$ cat src/emt_pkg.sv
// Shared constants, register map and carrier types of the micro-increment and timestamp block
package emt_pkg;
  // Channels and counter layout
  localparam int NCH = 2;
  localparam int CNT_W = 32;
  localparam int FRAC_W = 8;
  localparam int FRAC_STEPS = 256;
  localparam int PER_W = 24;
  localparam int TS_W = 64;

  // Overrun limit of the signal period, converted to clock cycles
  localparam real CLK_PERIOD_NS = 20.0;
  localparam real OVR_PERIOD_US = 1.34;
  localparam int OVR_CYCLES = int'($floor(OVR_PERIOD_US * 1000.0 / CLK_PERIOD_NS));

  // Register offsets inside one channel block; the channel digit is address bit 6
  localparam logic [5:0] OFF_CTRL = 6'h00;
  localparam logic [5:0] OFF_STAT = 6'h04;
  localparam logic [5:0] OFF_COUNT = 6'h08;
  localparam logic [5:0] OFF_LIVE = 6'h0C;
  localparam logic [5:0] OFF_TS_FIRST = 6'h10;
  localparam logic [5:0] OFF_TS_END = 6'h30;
  localparam logic [5:0] OFF_LATCH = 6'h30;
  localparam logic [5:0] OFF_LATCH2 = 6'h34;
  localparam int CH_BIT = 6;
  localparam int GLOBAL_BIT = 7;

  // Global registers
  localparam logic [7:0] ADDR_IRQ_STAT = 8'h80;
  localparam logic [7:0] ADDR_IRQ_MASK = 8'h84;

  // Timestamp slots and interrupt events per channel
  localparam int TS_CNT = 0;
  localparam int TS_ZERO = 1;
  localparam int TS_LATCH = 2;
  localparam int TS_LATCH2 = 3;
  localparam int EV_ZERO = 0;
  localparam int EV_LATCH = 1;
  localparam int EV_LATCH2 = 2;
  localparam int EV_OVR = 3;
  localparam int EV_N = 4;

  // Evaluation modes of the counter
  typedef enum logic [1:0] {
    EVAL_X4 = 2'h0,
    EVAL_X1 = 2'h1,
    EVAL_X2 = 2'h2
  } emt_eval_t;

  // Per-channel control word
  typedef struct packed {
    logic [21:0] unused;
    logic ts_compact;
    logic ts_en;
    logic gate_neg;
    logic gate_pos;
    logic latch_neg;
    logic latch_pos;
    logic zero_en;
    emt_eval_t eval;
    logic interp_en;
  } emt_ctrl_t;

  localparam logic [31:0] CTRL_RST = 32'h0000_0000;

  // Encoder tracks and latch inputs of one channel
  typedef struct packed {
    logic a;
    logic b;
    logic c;
    logic latch;
    logic gate;
  } emt_pins_t;
endpackage

$ cat src/emt_top.sv
// Encoder micro-increment interpolation and timestamp capture, two channels, APB registers
// Function
// - Interpolate 8-bit fractions, 256 steps between counted increments.
// - Fraction advances at rate taken from measured increment period.
// - Interpolation only while the channel's interpolation enable bit is set.
// - With interpolation, fraction in low 8 bits, real count above when counting up; counting down, count times 256 minus fraction.
// - Signal period at or below 1.34 us sets the overrun flag.
// - While overrun is set, the 8 fraction bits read as zero.
// - Timestamps are 64 bits, or a compact 32-bit form when selected.
// - Timestamp data can be included or excluded per channel.
// - Each cycle report timestamp of the last counting pulse.
// - Count edge: mode 0 any A/B edge, 1 rising A, 2 any A edge.
// - Zero-pulse rising edge stores counter and its timestamp when enabled.
// - Latch input stores counter and timestamp on enabled rising or falling edge.
// - Gate input stores second counter value and timestamp on enabled edge.
// - Channel digit 0 addresses first channel, 1 the second.
//
// The APB interface to the registers and the address map were chosen for this implementation.
module emt_top #(
  parameter int NCH = emt_pkg::NCH
) (
  // Clock and reset
  input wire logic MCLK,
  input wire logic RST,
  // APB slave
  input wire logic PSEL,
  input wire logic PENABLE,
  input wire logic PWRITE,
  input wire logic [7:0] PADDR,
  input wire logic [31:0] PWDATA,
  output logic [31:0] PRDATA,
  output logic PREADY,
  output logic PSLVERR,
  // Encoder and latch pins
  input wire emt_pkg::emt_pins_t [NCH-1:0] ENC_IN,
  // Synchronized system time and cyclic sample tick
  input wire logic [63:0] SYS_TIME,
  input wire logic CYCLE_TICK,
  // Interrupt
  output logic IRQ
);
  localparam int CW = emt_pkg::CNT_W;
  localparam int PW = emt_pkg::PER_W;
  localparam int NEV = NCH * emt_pkg::EV_N;

  emt_pkg::emt_pins_t [NCH-1:0] pin_s1;
  emt_pkg::emt_pins_t [NCH-1:0] pin_s2;
  emt_pkg::emt_pins_t [NCH-1:0] pin_d;
  emt_pkg::emt_ctrl_t ctrl [NCH];
  logic [CW-1:0] count [NCH];
  logic dir_up [NCH];
  logic [PW-1:0] per_inc [NCH];
  logic [PW-1:0] per_last [NCH];
  logic [PW-1:0] per_a [NCH];
  logic [PW:0] acc [NCH];
  logic [7:0] frac [NCH];
  logic ovr [NCH];
  logic [3:0][63:0] ts_live [NCH];
  logic [3:0][63:0] ts_rep [NCH];
  logic [CW-1:0] latch_val [NCH];
  logic [CW-1:0] latch2_val [NCH];
  logic [CW-1:0] cnt_rep [NCH];
  logic ovr_rep [NCH];
  logic [NEV-1:0] irq_stat;
  logic [NEV-1:0] irq_mask;
  logic [NEV-1:0] ev;
  logic hit [NCH];
  logic up [NCH];
  logic a_rise [NCH];
  logic zero_ev [NCH];
  logic latch_ev [NCH];
  logic gate_ev [NCH];
  logic [CW-1:0] live [NCH];
  logic [31:0] rd;
  logic rd_ok;
  logic apb_wr;

  // Counter value as reported: fraction below the real count when interpolating
  function automatic logic [CW-1:0] live_value(emt_pkg::emt_ctrl_t c, logic [CW-1:0] cnt,
                                              logic [7:0] fr, logic o, logic u);
    logic [CW-1:0] base;
    logic [CW-1:0] f;
    base = {cnt[CW-9:0], 8'h00};
    f = o ? '0 : CW'(fr);
    if (!c.interp_en) begin
      return cnt;
    end
    return u ? (base | f) : (base - f);
  endfunction

  // Reported timestamp, per channel inclusion and compact form
  function automatic logic [63:0] ts_form(emt_pkg::emt_ctrl_t c, logic [63:0] t);
    if (!c.ts_en) begin
      return 64'h0;
    end
    return c.ts_compact ? {32'h0, t[31:0]} : t;
  endfunction

  // Two-flop synchroniser for all pins, plus one delay for edges
  always_ff @(posedge MCLK) begin
    if (RST) begin
      pin_s1 <= '0;
      pin_s2 <= '0;
      pin_d <= '0;
    end else begin
      pin_s1 <= ENC_IN;
      pin_s2 <= pin_s1;
      pin_d <= pin_s2;
    end
  end

  // Edge qualification per evaluation mode and latch enables
  always_comb begin
    for (int ch = 0; ch < NCH; ch++) begin
      a_rise[ch] = pin_s2[ch].a & ~pin_d[ch].a;
      unique case (ctrl[ch].eval)
        emt_pkg::EVAL_X1: begin
          hit[ch] = a_rise[ch];
          up[ch] = ~pin_s2[ch].b;
        end
        emt_pkg::EVAL_X2: begin
          hit[ch] = pin_s2[ch].a ^ pin_d[ch].a;
          up[ch] = pin_s2[ch].a ^ pin_s2[ch].b;
        end
        default: begin
          hit[ch] = (pin_s2[ch].a ^ pin_d[ch].a) | (pin_s2[ch].b ^ pin_d[ch].b);
          up[ch] = pin_s2[ch].a ^ pin_d[ch].b;
        end
      endcase
      zero_ev[ch] = ctrl[ch].zero_en & pin_s2[ch].c & ~pin_d[ch].c;
      latch_ev[ch] = (ctrl[ch].latch_pos & pin_s2[ch].latch & ~pin_d[ch].latch)
                   | (ctrl[ch].latch_neg & ~pin_s2[ch].latch & pin_d[ch].latch);
      gate_ev[ch] = (ctrl[ch].gate_pos & pin_s2[ch].gate & ~pin_d[ch].gate)
                  | (ctrl[ch].gate_neg & ~pin_s2[ch].gate & pin_d[ch].gate);
      live[ch] = live_value(ctrl[ch], count[ch], frac[ch], ovr[ch], dir_up[ch]);
      ev[ch*emt_pkg::EV_N+emt_pkg::EV_ZERO] = zero_ev[ch];
      ev[ch*emt_pkg::EV_N+emt_pkg::EV_LATCH] = latch_ev[ch];
      ev[ch*emt_pkg::EV_N+emt_pkg::EV_LATCH2] = gate_ev[ch];
      ev[ch*emt_pkg::EV_N+emt_pkg::EV_OVR] = a_rise[ch] & ~ovr[ch] && (per_a[ch] < PW'(emt_pkg::OVR_CYCLES));
    end
  end

  // Real count; the base counter is kept minimal here
  always_ff @(posedge MCLK) begin
    for (int ch = 0; ch < NCH; ch++) begin
      if (RST) begin
        count[ch] <= '0;
        dir_up[ch] <= 1'b1;
      end else if (hit[ch]) begin
        count[ch] <= up[ch] ? count[ch] + CW'(1) : count[ch] - CW'(1);
        dir_up[ch] <= up[ch];
      end
    end
  end

  // Period of one increment and phase accumulator for the fraction
  // One fraction step per clock at most: above 50/256 MHz increment rate it lags
  always_ff @(posedge MCLK) begin
    for (int ch = 0; ch < NCH; ch++) begin
      if (RST) begin
        per_inc[ch] <= '0;
        per_last[ch] <= '0;
        acc[ch] <= '0;
        frac[ch] <= '0;
      end else if (hit[ch]) begin
        per_last[ch] <= per_inc[ch] + PW'(1);
        per_inc[ch] <= '0;
        acc[ch] <= '0;
        frac[ch] <= '0;
      end else begin
        if (per_inc[ch] != '1) begin
          per_inc[ch] <= per_inc[ch] + PW'(1);
        end
        // Saturate below the next real increment so the value never runs ahead
        if (per_last[ch] != '0 && frac[ch] != 8'(emt_pkg::FRAC_STEPS - 1)) begin
          if (acc[ch] + (PW+1)'(emt_pkg::FRAC_STEPS) >= {1'b0, per_last[ch]}) begin
            acc[ch] <= acc[ch] + (PW+1)'(emt_pkg::FRAC_STEPS) - {1'b0, per_last[ch]};
            frac[ch] <= frac[ch] + 8'h01;
          end else begin
            acc[ch] <= acc[ch] + (PW+1)'(emt_pkg::FRAC_STEPS);
          end
        end
      end
    end
  end

  // Period on track A, held one below the clock count, so the limit is a strict compare
  always_ff @(posedge MCLK) begin
    for (int ch = 0; ch < NCH; ch++) begin
      if (RST) begin
        per_a[ch] <= '1; // No period known yet: first edge must not flag overrun
        ovr[ch] <= 1'b0;
      end else if (a_rise[ch]) begin
        per_a[ch] <= '0;
        ovr[ch] <= (per_a[ch] < PW'(emt_pkg::OVR_CYCLES));
      end else if (per_a[ch] != '1) begin
        per_a[ch] <= per_a[ch] + PW'(1);
      end
    end
  end

  // Count, zero pulse, latch and gate captures from the common system time
  always_ff @(posedge MCLK) begin
    for (int ch = 0; ch < NCH; ch++) begin
      if (RST) begin
        latch_val[ch] <= '0;
        latch2_val[ch] <= '0;
        ts_live[ch][emt_pkg::TS_CNT] <= '0;
        ts_live[ch][emt_pkg::TS_ZERO] <= '0;
        ts_live[ch][emt_pkg::TS_LATCH] <= '0;
        ts_live[ch][emt_pkg::TS_LATCH2] <= '0;
      end else begin
        if (hit[ch]) begin
          ts_live[ch][emt_pkg::TS_CNT] <= SYS_TIME;
        end
        // Zero pulse and latch share one value; latch wins if both fire together
        if (zero_ev[ch]) begin
          latch_val[ch] <= count[ch];
          ts_live[ch][emt_pkg::TS_ZERO] <= SYS_TIME;
        end
        if (latch_ev[ch]) begin
          latch_val[ch] <= count[ch];
          ts_live[ch][emt_pkg::TS_LATCH] <= SYS_TIME;
        end
        if (gate_ev[ch]) begin
          latch2_val[ch] <= count[ch];
          ts_live[ch][emt_pkg::TS_LATCH2] <= SYS_TIME;
        end
      end
    end
  end

  // Cyclic snapshot keeps reported data constant within one control cycle
  always_ff @(posedge MCLK) begin
    for (int ch = 0; ch < NCH; ch++) begin
      if (RST) begin
        cnt_rep[ch] <= '0;
        ovr_rep[ch] <= 1'b0;
        ts_rep[ch] <= '0;
      end else if (CYCLE_TICK) begin
        cnt_rep[ch] <= live[ch];
        ovr_rep[ch] <= ovr[ch];
        for (int k = 0; k < 4; k++) begin
          ts_rep[ch][k] <= ts_form(ctrl[ch], ts_live[ch][k]);
        end
      end
    end
  end

  // Sticky event bits; a new event wins over a write-one clear
  always_ff @(posedge MCLK) begin
    if (RST) begin
      irq_stat <= '0;
      irq_mask <= '0;
    end else begin
      if (apb_wr && PADDR == emt_pkg::ADDR_IRQ_STAT) begin
        irq_stat <= (irq_stat & ~PWDATA[NEV-1:0]) | ev;
      end else begin
        irq_stat <= irq_stat | ev;
      end
      if (apb_wr && PADDR == emt_pkg::ADDR_IRQ_MASK) begin
        irq_mask <= PWDATA[NEV-1:0];
      end
    end
  end

  assign IRQ = |(irq_stat & irq_mask);

  // Control registers; address bit 6 is the channel digit
  always_ff @(posedge MCLK) begin
    for (int ch = 0; ch < NCH; ch++) begin
      if (RST) begin
        ctrl[ch] <= emt_pkg::CTRL_RST;
      end else if (apb_wr && !PADDR[emt_pkg::GLOBAL_BIT] && PADDR[emt_pkg::CH_BIT] == ch[0]
                   && PADDR[5:0] == emt_pkg::OFF_CTRL) begin
        ctrl[ch] <= PWDATA;
      end
    end
  end

  // Read decode for the addressed word
  always_comb begin
    logic c;
    logic [5:0] off;
    c = PADDR[emt_pkg::CH_BIT];
    off = PADDR[5:0];
    rd = 32'h0000_0000;
    rd_ok = 1'b1;
    if (PADDR[emt_pkg::GLOBAL_BIT]) begin
      if (PADDR == emt_pkg::ADDR_IRQ_STAT) begin
        rd = 32'(irq_stat);
      end else if (PADDR == emt_pkg::ADDR_IRQ_MASK) begin
        rd = 32'(irq_mask);
      end else begin
        rd_ok = 1'b0;
      end
    end else if (off >= emt_pkg::OFF_TS_FIRST && off < emt_pkg::OFF_TS_END) begin
      rd = off[2] ? ts_rep[c][off[4:3] - 2'h2][63:32] : ts_rep[c][off[4:3] - 2'h2][31:0];
    end else begin
      unique case (off)
        emt_pkg::OFF_CTRL: rd = ctrl[c];
        emt_pkg::OFF_STAT: rd = {30'h0, ovr_rep[c], ovr[c]};
        emt_pkg::OFF_COUNT: rd = cnt_rep[c];
        emt_pkg::OFF_LIVE: rd = live[c];
        emt_pkg::OFF_LATCH: rd = latch_val[c];
        emt_pkg::OFF_LATCH2: rd = latch2_val[c];
        default: rd_ok = 1'b0;
      endcase
    end
  end

  // APB: read data sampled in the setup cycle, write data in the access cycle, zero wait states
  assign PREADY = PSEL & PENABLE;
  assign apb_wr = PSEL & PENABLE & PWRITE & ~PSLVERR;

  always_ff @(posedge MCLK) begin
    if (RST) begin
      PRDATA <= 32'h0000_0000;
      PSLVERR <= 1'b0;
    end else if (PSEL && !PENABLE) begin
      PRDATA <= PWRITE ? 32'h0000_0000 : rd;
      PSLVERR <= ~rd_ok;
    end else if (!PSEL) begin
      PSLVERR <= 1'b0;
    end
  end

  for (genvar g = 0; g < NCH; g++) begin : g_chk

  end
endmodule

$ cat config.mk
export PLATFORM = sky130hd
export DESIGN_NAME = emt_top
export DESIGN_NICKNAME = d
export VERILOG_FILES = /design/src/emt_pkg.sv /design/src/emt_top.sv
export SDC_FILE = /design/constraint.sdc
export NUM_CORES = 2
export LEC_CHECK = 0
export CAP_MARGIN = 20
export CORE_UTILIZATION = 40
export CTS_BUF_LIST = sky130_fd_sc_hd__clkbuf_4
export DETAILED_ROUTE_END_ITERATION = 6
export DONT_BUFFER_PORTS = 1
export SETUP_SLACK_MARGIN = 0.3
export SKIP_CTS_REPAIR_TIMING = 1
export SLEW_MARGIN = 10
export SYNTH_ARGS = -nofsm -noshare
export SYNTH_HDL_FRONTEND = slang
export SYNTH_SLANG_ARGS = --single-unit
$ cat constraint.sdc
create_clock -name MCLK -period 11.9 [get_ports MCLK]
set_input_delay 1.19 -clock MCLK [delete_from_list [all_inputs] [get_ports MCLK]]
set_output_delay 1.19 -clock MCLK [all_outputs]
set_load 0.05 [all_outputs]
## Yosys cells after proc, flatten, opt, wreduce, memory -nomap -nowiden

Memories as Yosys holds them, arrays and structs flattened.
Cells that the tools add are included.

| word-level totals | value |
|---|---|
| bits in writable memories | 1,560 |
| output and inout bits | 35 |
| logic and storage cells | 437 |
| latch bits | 0 |
| ROM bits | 0 |
| memories | 15 |
| input port bits | 120 |
| flip-flop bits (word level) | 79 |

| cells by class | value |
|---|---|
| shift operators | 0 |
| reduce and logical (&&, ||, !) cells | 20 |
| div/mod/pow operators | 0 |
| bitwise logic cells | 122 |
| $mul | 0 |
| add/subtract/negate cells | 17 |
| equality and inequality tests | 18 |
| multiplexer cells | 203 |
| $lt $le $gt $ge | 8 |

Memories:

| name | words | bits a word | rd ports | clocked after Yosys merged registers in | wr ports | line | source |
|---|---|---|---|---|---|---|---|
| ts_live | 2 | 256 | 2 | 0 | 2 | emt_top.sv:58 | `logic [3:0][63:0] ts_live [NCH];` |
| ts_rep | 2 | 256 | 1 | 0 | 2 | emt_top.sv:59 | `logic [3:0][63:0] ts_rep [NCH];` |
| cnt_rep | 2 | 32 | 1 | 0 | 2 | emt_top.sv:62 | `logic [CW-1:0] cnt_rep [NCH];` |
| count | 2 | 32 | 2 | 0 | 2 | emt_top.sv:50 | `logic [CW-1:0] count [NCH];` |
| ctrl | 2 | 32 | 3 | 0 | 2 | emt_top.sv:49 | `emt_pkg::emt_ctrl_t ctrl [NCH];` |
| latch2_val | 2 | 32 | 1 | 0 | 2 | emt_top.sv:61 | `logic [CW-1:0] latch2_val [NCH];` |
| +9 memories | -- | -- | -- | -- | -- | -- |  |

Operators with widths:

| kind | number |
|---|---|
| $mux W64 | 51 |
| $mux W32 | 25 |
| $mux W24 | 10 |
| $pmux W32 S6 | 1 |
| $mux W25 | 6 |
| $bmux W64 S2 | 1 |
| $add A24 B1 Y24 const B | 4 |
| $mux W1 | 96 |
| $ne A24 B24 Y1 const B | 4 |
| $mux W8 | 9 |
| $add A32 B1 Y32 const B | 2 |
| $or A32 B8 Y32 | 2 |
| $sub A32 B1 Y32 const B | 2 |
| $sub A32 B8 Y32 | 2 |
| $or A1 B1 Y1 | 60 |
| $add A25 B9 Y25 const B | 2 |
| $ge A25 B24 Y1 | 2 |
| $sub A25 B24 Y25 | 2 |
| $lt A24 B7 Y1 const B | 2 |
| $reduce_bool A24 Y1 | 2 |
| $and A1 B1 Y1 | 27 |
| $not A1 Y1 | 19 |
| $add A8 B1 Y8 const B | 2 |
| $and A8 B8 Y8 | 2 |
| other kinds (23) | 53 |

## Longest topological paths before layout

An unclocked memory read counts as a cell.

| depth | value |
|---|---|
| depth after elaboration | 12 |
| gate-level depth with buffers | 17 |
| depth with buffers taken out | 17 |

## Worst setup path before layout

OpenSTA, ideal clock, no wires.

| timing | value |
|---|---|
| path kind | input -> register |
| start | input RST |
| end | memory cnt_rep[0][0] (netlist bit) (enable) |
| path buffers | 2 |
| library setup time | 0.707 ns |
| cell stages on the path | 3 |
| data required time | 11.193 ns |
| arrival | 8.649 ns |
| setup slack | 2.543 ns |
| path through | clkbuf_1 -> clkbuf_1 -> or2_2 |

RTL lines:

| what | line | source |
|---|---|---|
| start: declaration | emt_top.sv:24 | `input wire logic RST,` |
| end: declaration | emt_top.sv:62 |  |

==> qor.yml <==
die:
  initial_core_util_pct: 40.4
  ioPinCount: 155
  rows: 160
  die_area_um2: 194000
  die_y_um: 441
  core_um2: 191000
  die_x_um: 441
yosys:
  async_flop_share_pct: 0
  synth-seq-cells: 1639
  ys_top_cells_by_area: "edfxtp_1 (61%), and2_1 (6.9%), mux4_2 (4.9%)"
  ys_seq_area_share_pct: 62.8
  ys_types: 78
  yosysWarnings: 0
  yosysMostFrequentCell: "edfxtp_1"
  synth_top_area_cell: "edfxtp_1"
  syn_area_um2: 77000
  synth_top_area_share_pct: 60.8
  synth_fp_nets: 6103
  synthTopCellsByCount: "edfxtp_1 (1559), and2_1 (849), and3_1 (468)"
  synth_cells: 5853
  syn_area_per_cell_um2: 13.2
  ys.flop_type: "edfxtp_1"
  synth-edff-count: 1559
worst_setup_path:
  critical_path_class: "flop to flop"
  critPathArrivalTime_ns: 5.87
  endpoint_kind: "flop"
  cp-start-kind: "flop"
  critPathRequiredTime_ns: 12.95
  crit_fanout: 32
timing:
  fmax_ghz: 0.207
  fin_tns_setup_ns: 0
  setup_viol: 0
  period_share_pct: 40.5
  clock_skew_ns: 0.131
  slew_headroom_pct: 21.5
  finalHoldViolations: 0
  period_needed_ns: 4.82
  drv_slew: 0
  rsz0062_at_grt: "no"
  worst_pin_slew_ns: 1.18
worst_hold_path:
  hold_class: "input port to flop"
power_and_ir_drop:
  vdd_ir_drop_max_uv: 101
  power_uw: 14500
  power_density_nw_per_um2: 169
  power.static_leakage_uw: 0.0340
clocking:
  cts_buffer_depth: 4
  clk_latency_ns: 1.40
  numCtsBuffers: 442
  clk_pin_slew_ns: 0.06
  cts_tree: "yes"
  ctsRootBufferMaster: "clkbuf_4"
  htree_levels: 5
  cts_sinks: 1639
layout:
  fin_cells: 8959
  fin_nets: 6373
  nFillCells: 17200
  drive_gt1_share_pct: 15.8
  syn_to_final_growth_pct: 11.9
job:
  drv_cap: 0
grt:
  antenna_found_initial: 33
  grt_pass1_vias: 48600
  grt_util_all_layers_pct: 21.9
  grt_max_degree: 272
  grt_pass1_wl_um: 315000
  grt_overflow: 0
routing:
  wirelength_um: 218000
  viasPerCell: 5.49
  drc: 0
  wire_per_inst_um: 24.3
  drtAntennaViolNets: 0
  via_count: 49200
  drt-initial-drc-count: 4207
  firstDrtPassIters: 5
place:
  hpwlAfterDp_um: 128000
  dp.cells: 8079
  portBuffers: 0
  gp_congestion: 0.903
status:
  status: "finished clean"
[final timing paths]
path,start,to,slack [ns],cells past startpoint
setup / recovery,ctrl[1][1],count[1][26],7.08,17
hold / removal,SYS_TIME[33],ts_live[0][161],0.08,1
setup reg to reg,ctrl[1][1],count[1][26],7.08,17
hold reg to reg,pin_s1[4],pin_s2[4],0.44,1
[power by group]
group	switching (uW)	total [uW]	leakage (uW)	internal, uW
Sequential	304	7070	0.0175	6770
Clock	2320	4930	0.00328	2610
Combinational	1510	2530	0.0132	1030
Total	4130	14500	0.0340	10400
[cells by family (layout without fill, tap and decap cells)]
logic type / after synthesis / after routing / share of synthesized area, %
xor gates and xnor gates: 270 / 270 / 3.07
buffers and inverters: 483 / 1052 / 2.39
and+or+nand+nor: 2329 / 2329 / 16.9
muxes: 323 / 323 / 6.92
adders and majority gates: 130 / 130 / 2.15
other: 0 / 26 / 0
DFF: 1639 / 1639 / 62.8
AOI/OAI and AO/OA: 679 / 679 / 5.70
[critical path: stages (launching register included)]
cell	delay [ns]
edfxtp_1	0.39
inv_1	0.09
ha_1	0.21
nand2b_1	0.15
nand3_1	0.09
o221a_2	0.31
inv_1	0.07
buf_4	0.36
ha_1	0.36
a21o_1	0.17
a221o_1	0.36
and2_1	0.16
a311oi_1	0.64
a21oi_1	0.29
o31a_1	0.42
a31oi_1	0.22
xor2_1	0.18
nor2_1	0.05
[routing by layer]
layer	track usage (%)	up-vias	part of all wire, %
met5	0	-	0.029
met1	27.2	24300	40
met4	9.21	10	4.1
met2	36.3	1953	48
met3	5.38	504	8.0
li1	-	22500	-
[sequential cells by signal (all words and copies together), names as in the netlist]
register and count:
PRDATA 32, PSLVERR 1, acc 50, cnt_rep 64, count 64, ctrl 64
dir_up 2, frac 16, irq_mask 8, irq_stat 8, latch2_val 64, latch_val 64
ovr 2, ovr_rep 2, per_a 48, per_inc 48, per_last 48, pin_d 10
pin_s1 10, pin_s2 10, ts_live 512, ts_rep 512
[cells in the final DEF, fill, tap and decap left out, types with 28 or more instances in the layout]
| master | n |
|---|---|
| nor3_1 | 65 |
| a21oi_1 | 177 |
| a211oi_1 | 40 |
| and2_1 | 849 |
| nor2_1 | 395 |
| xor2_1 | 132 |
| inv_1 | 122 |
| and3_1 | 468 |
| o31ai_1 | 28 |
| nand2_1 | 197 |
| ha_1 | 126 |
| clkbuf_4 | 675 |
| mux2i_1 | 149 |
| xnor2_1 | 138 |
| edfxtp_1 | 1559 |
| nor4_1 | 35 |
| clkinv_1 | 53 |
| buf_4 | 68 |
| dlygate4sd3_1 | 107 |
| nand2b_1 | 33 |
| o21ai_0 | 124 |
| nand3_1 | 94 |
| nand4_1 | 32 |
| o22ai_1 | 61 |
| a21o_1 | 58 |
| mux4_2 | 167 |
| dfxtp_1 | 80 |
| nor2b_1 | 47 |
[layout make-up]
cell class	instances	area, um2	area share [%]
multi-input cells	3731	27000	31.3
clock inverters	68	362	0.419
well taps	2511	3140	3.64
flip-flops and latches	1639	48400	56.1
clock buffers	675	5070	5.88
diodes	26	65.1	0.0755
inverters	127	492	0.570
repair buffers	182	1730	2.00
[stage by stage]
stage | hold slack [ns] | worst slack, ns | cell area [um2] | util (%)
finish | 0.0824 | 7.08 | 86200 | 45.2
global route | -0.0199 | 6.67 | 86200 | 45.2
CTS | -0.160 | 7.07 | 85000 | 44.6
detailed placement | 0.433 | 7.09 | 79600 | 41.7
global placement | 0.436 | 7.06 | 79600 | 41.7
floorplan | 0.414 | 2.54 | 77000 | -
(Power assumes the default switching activity.)
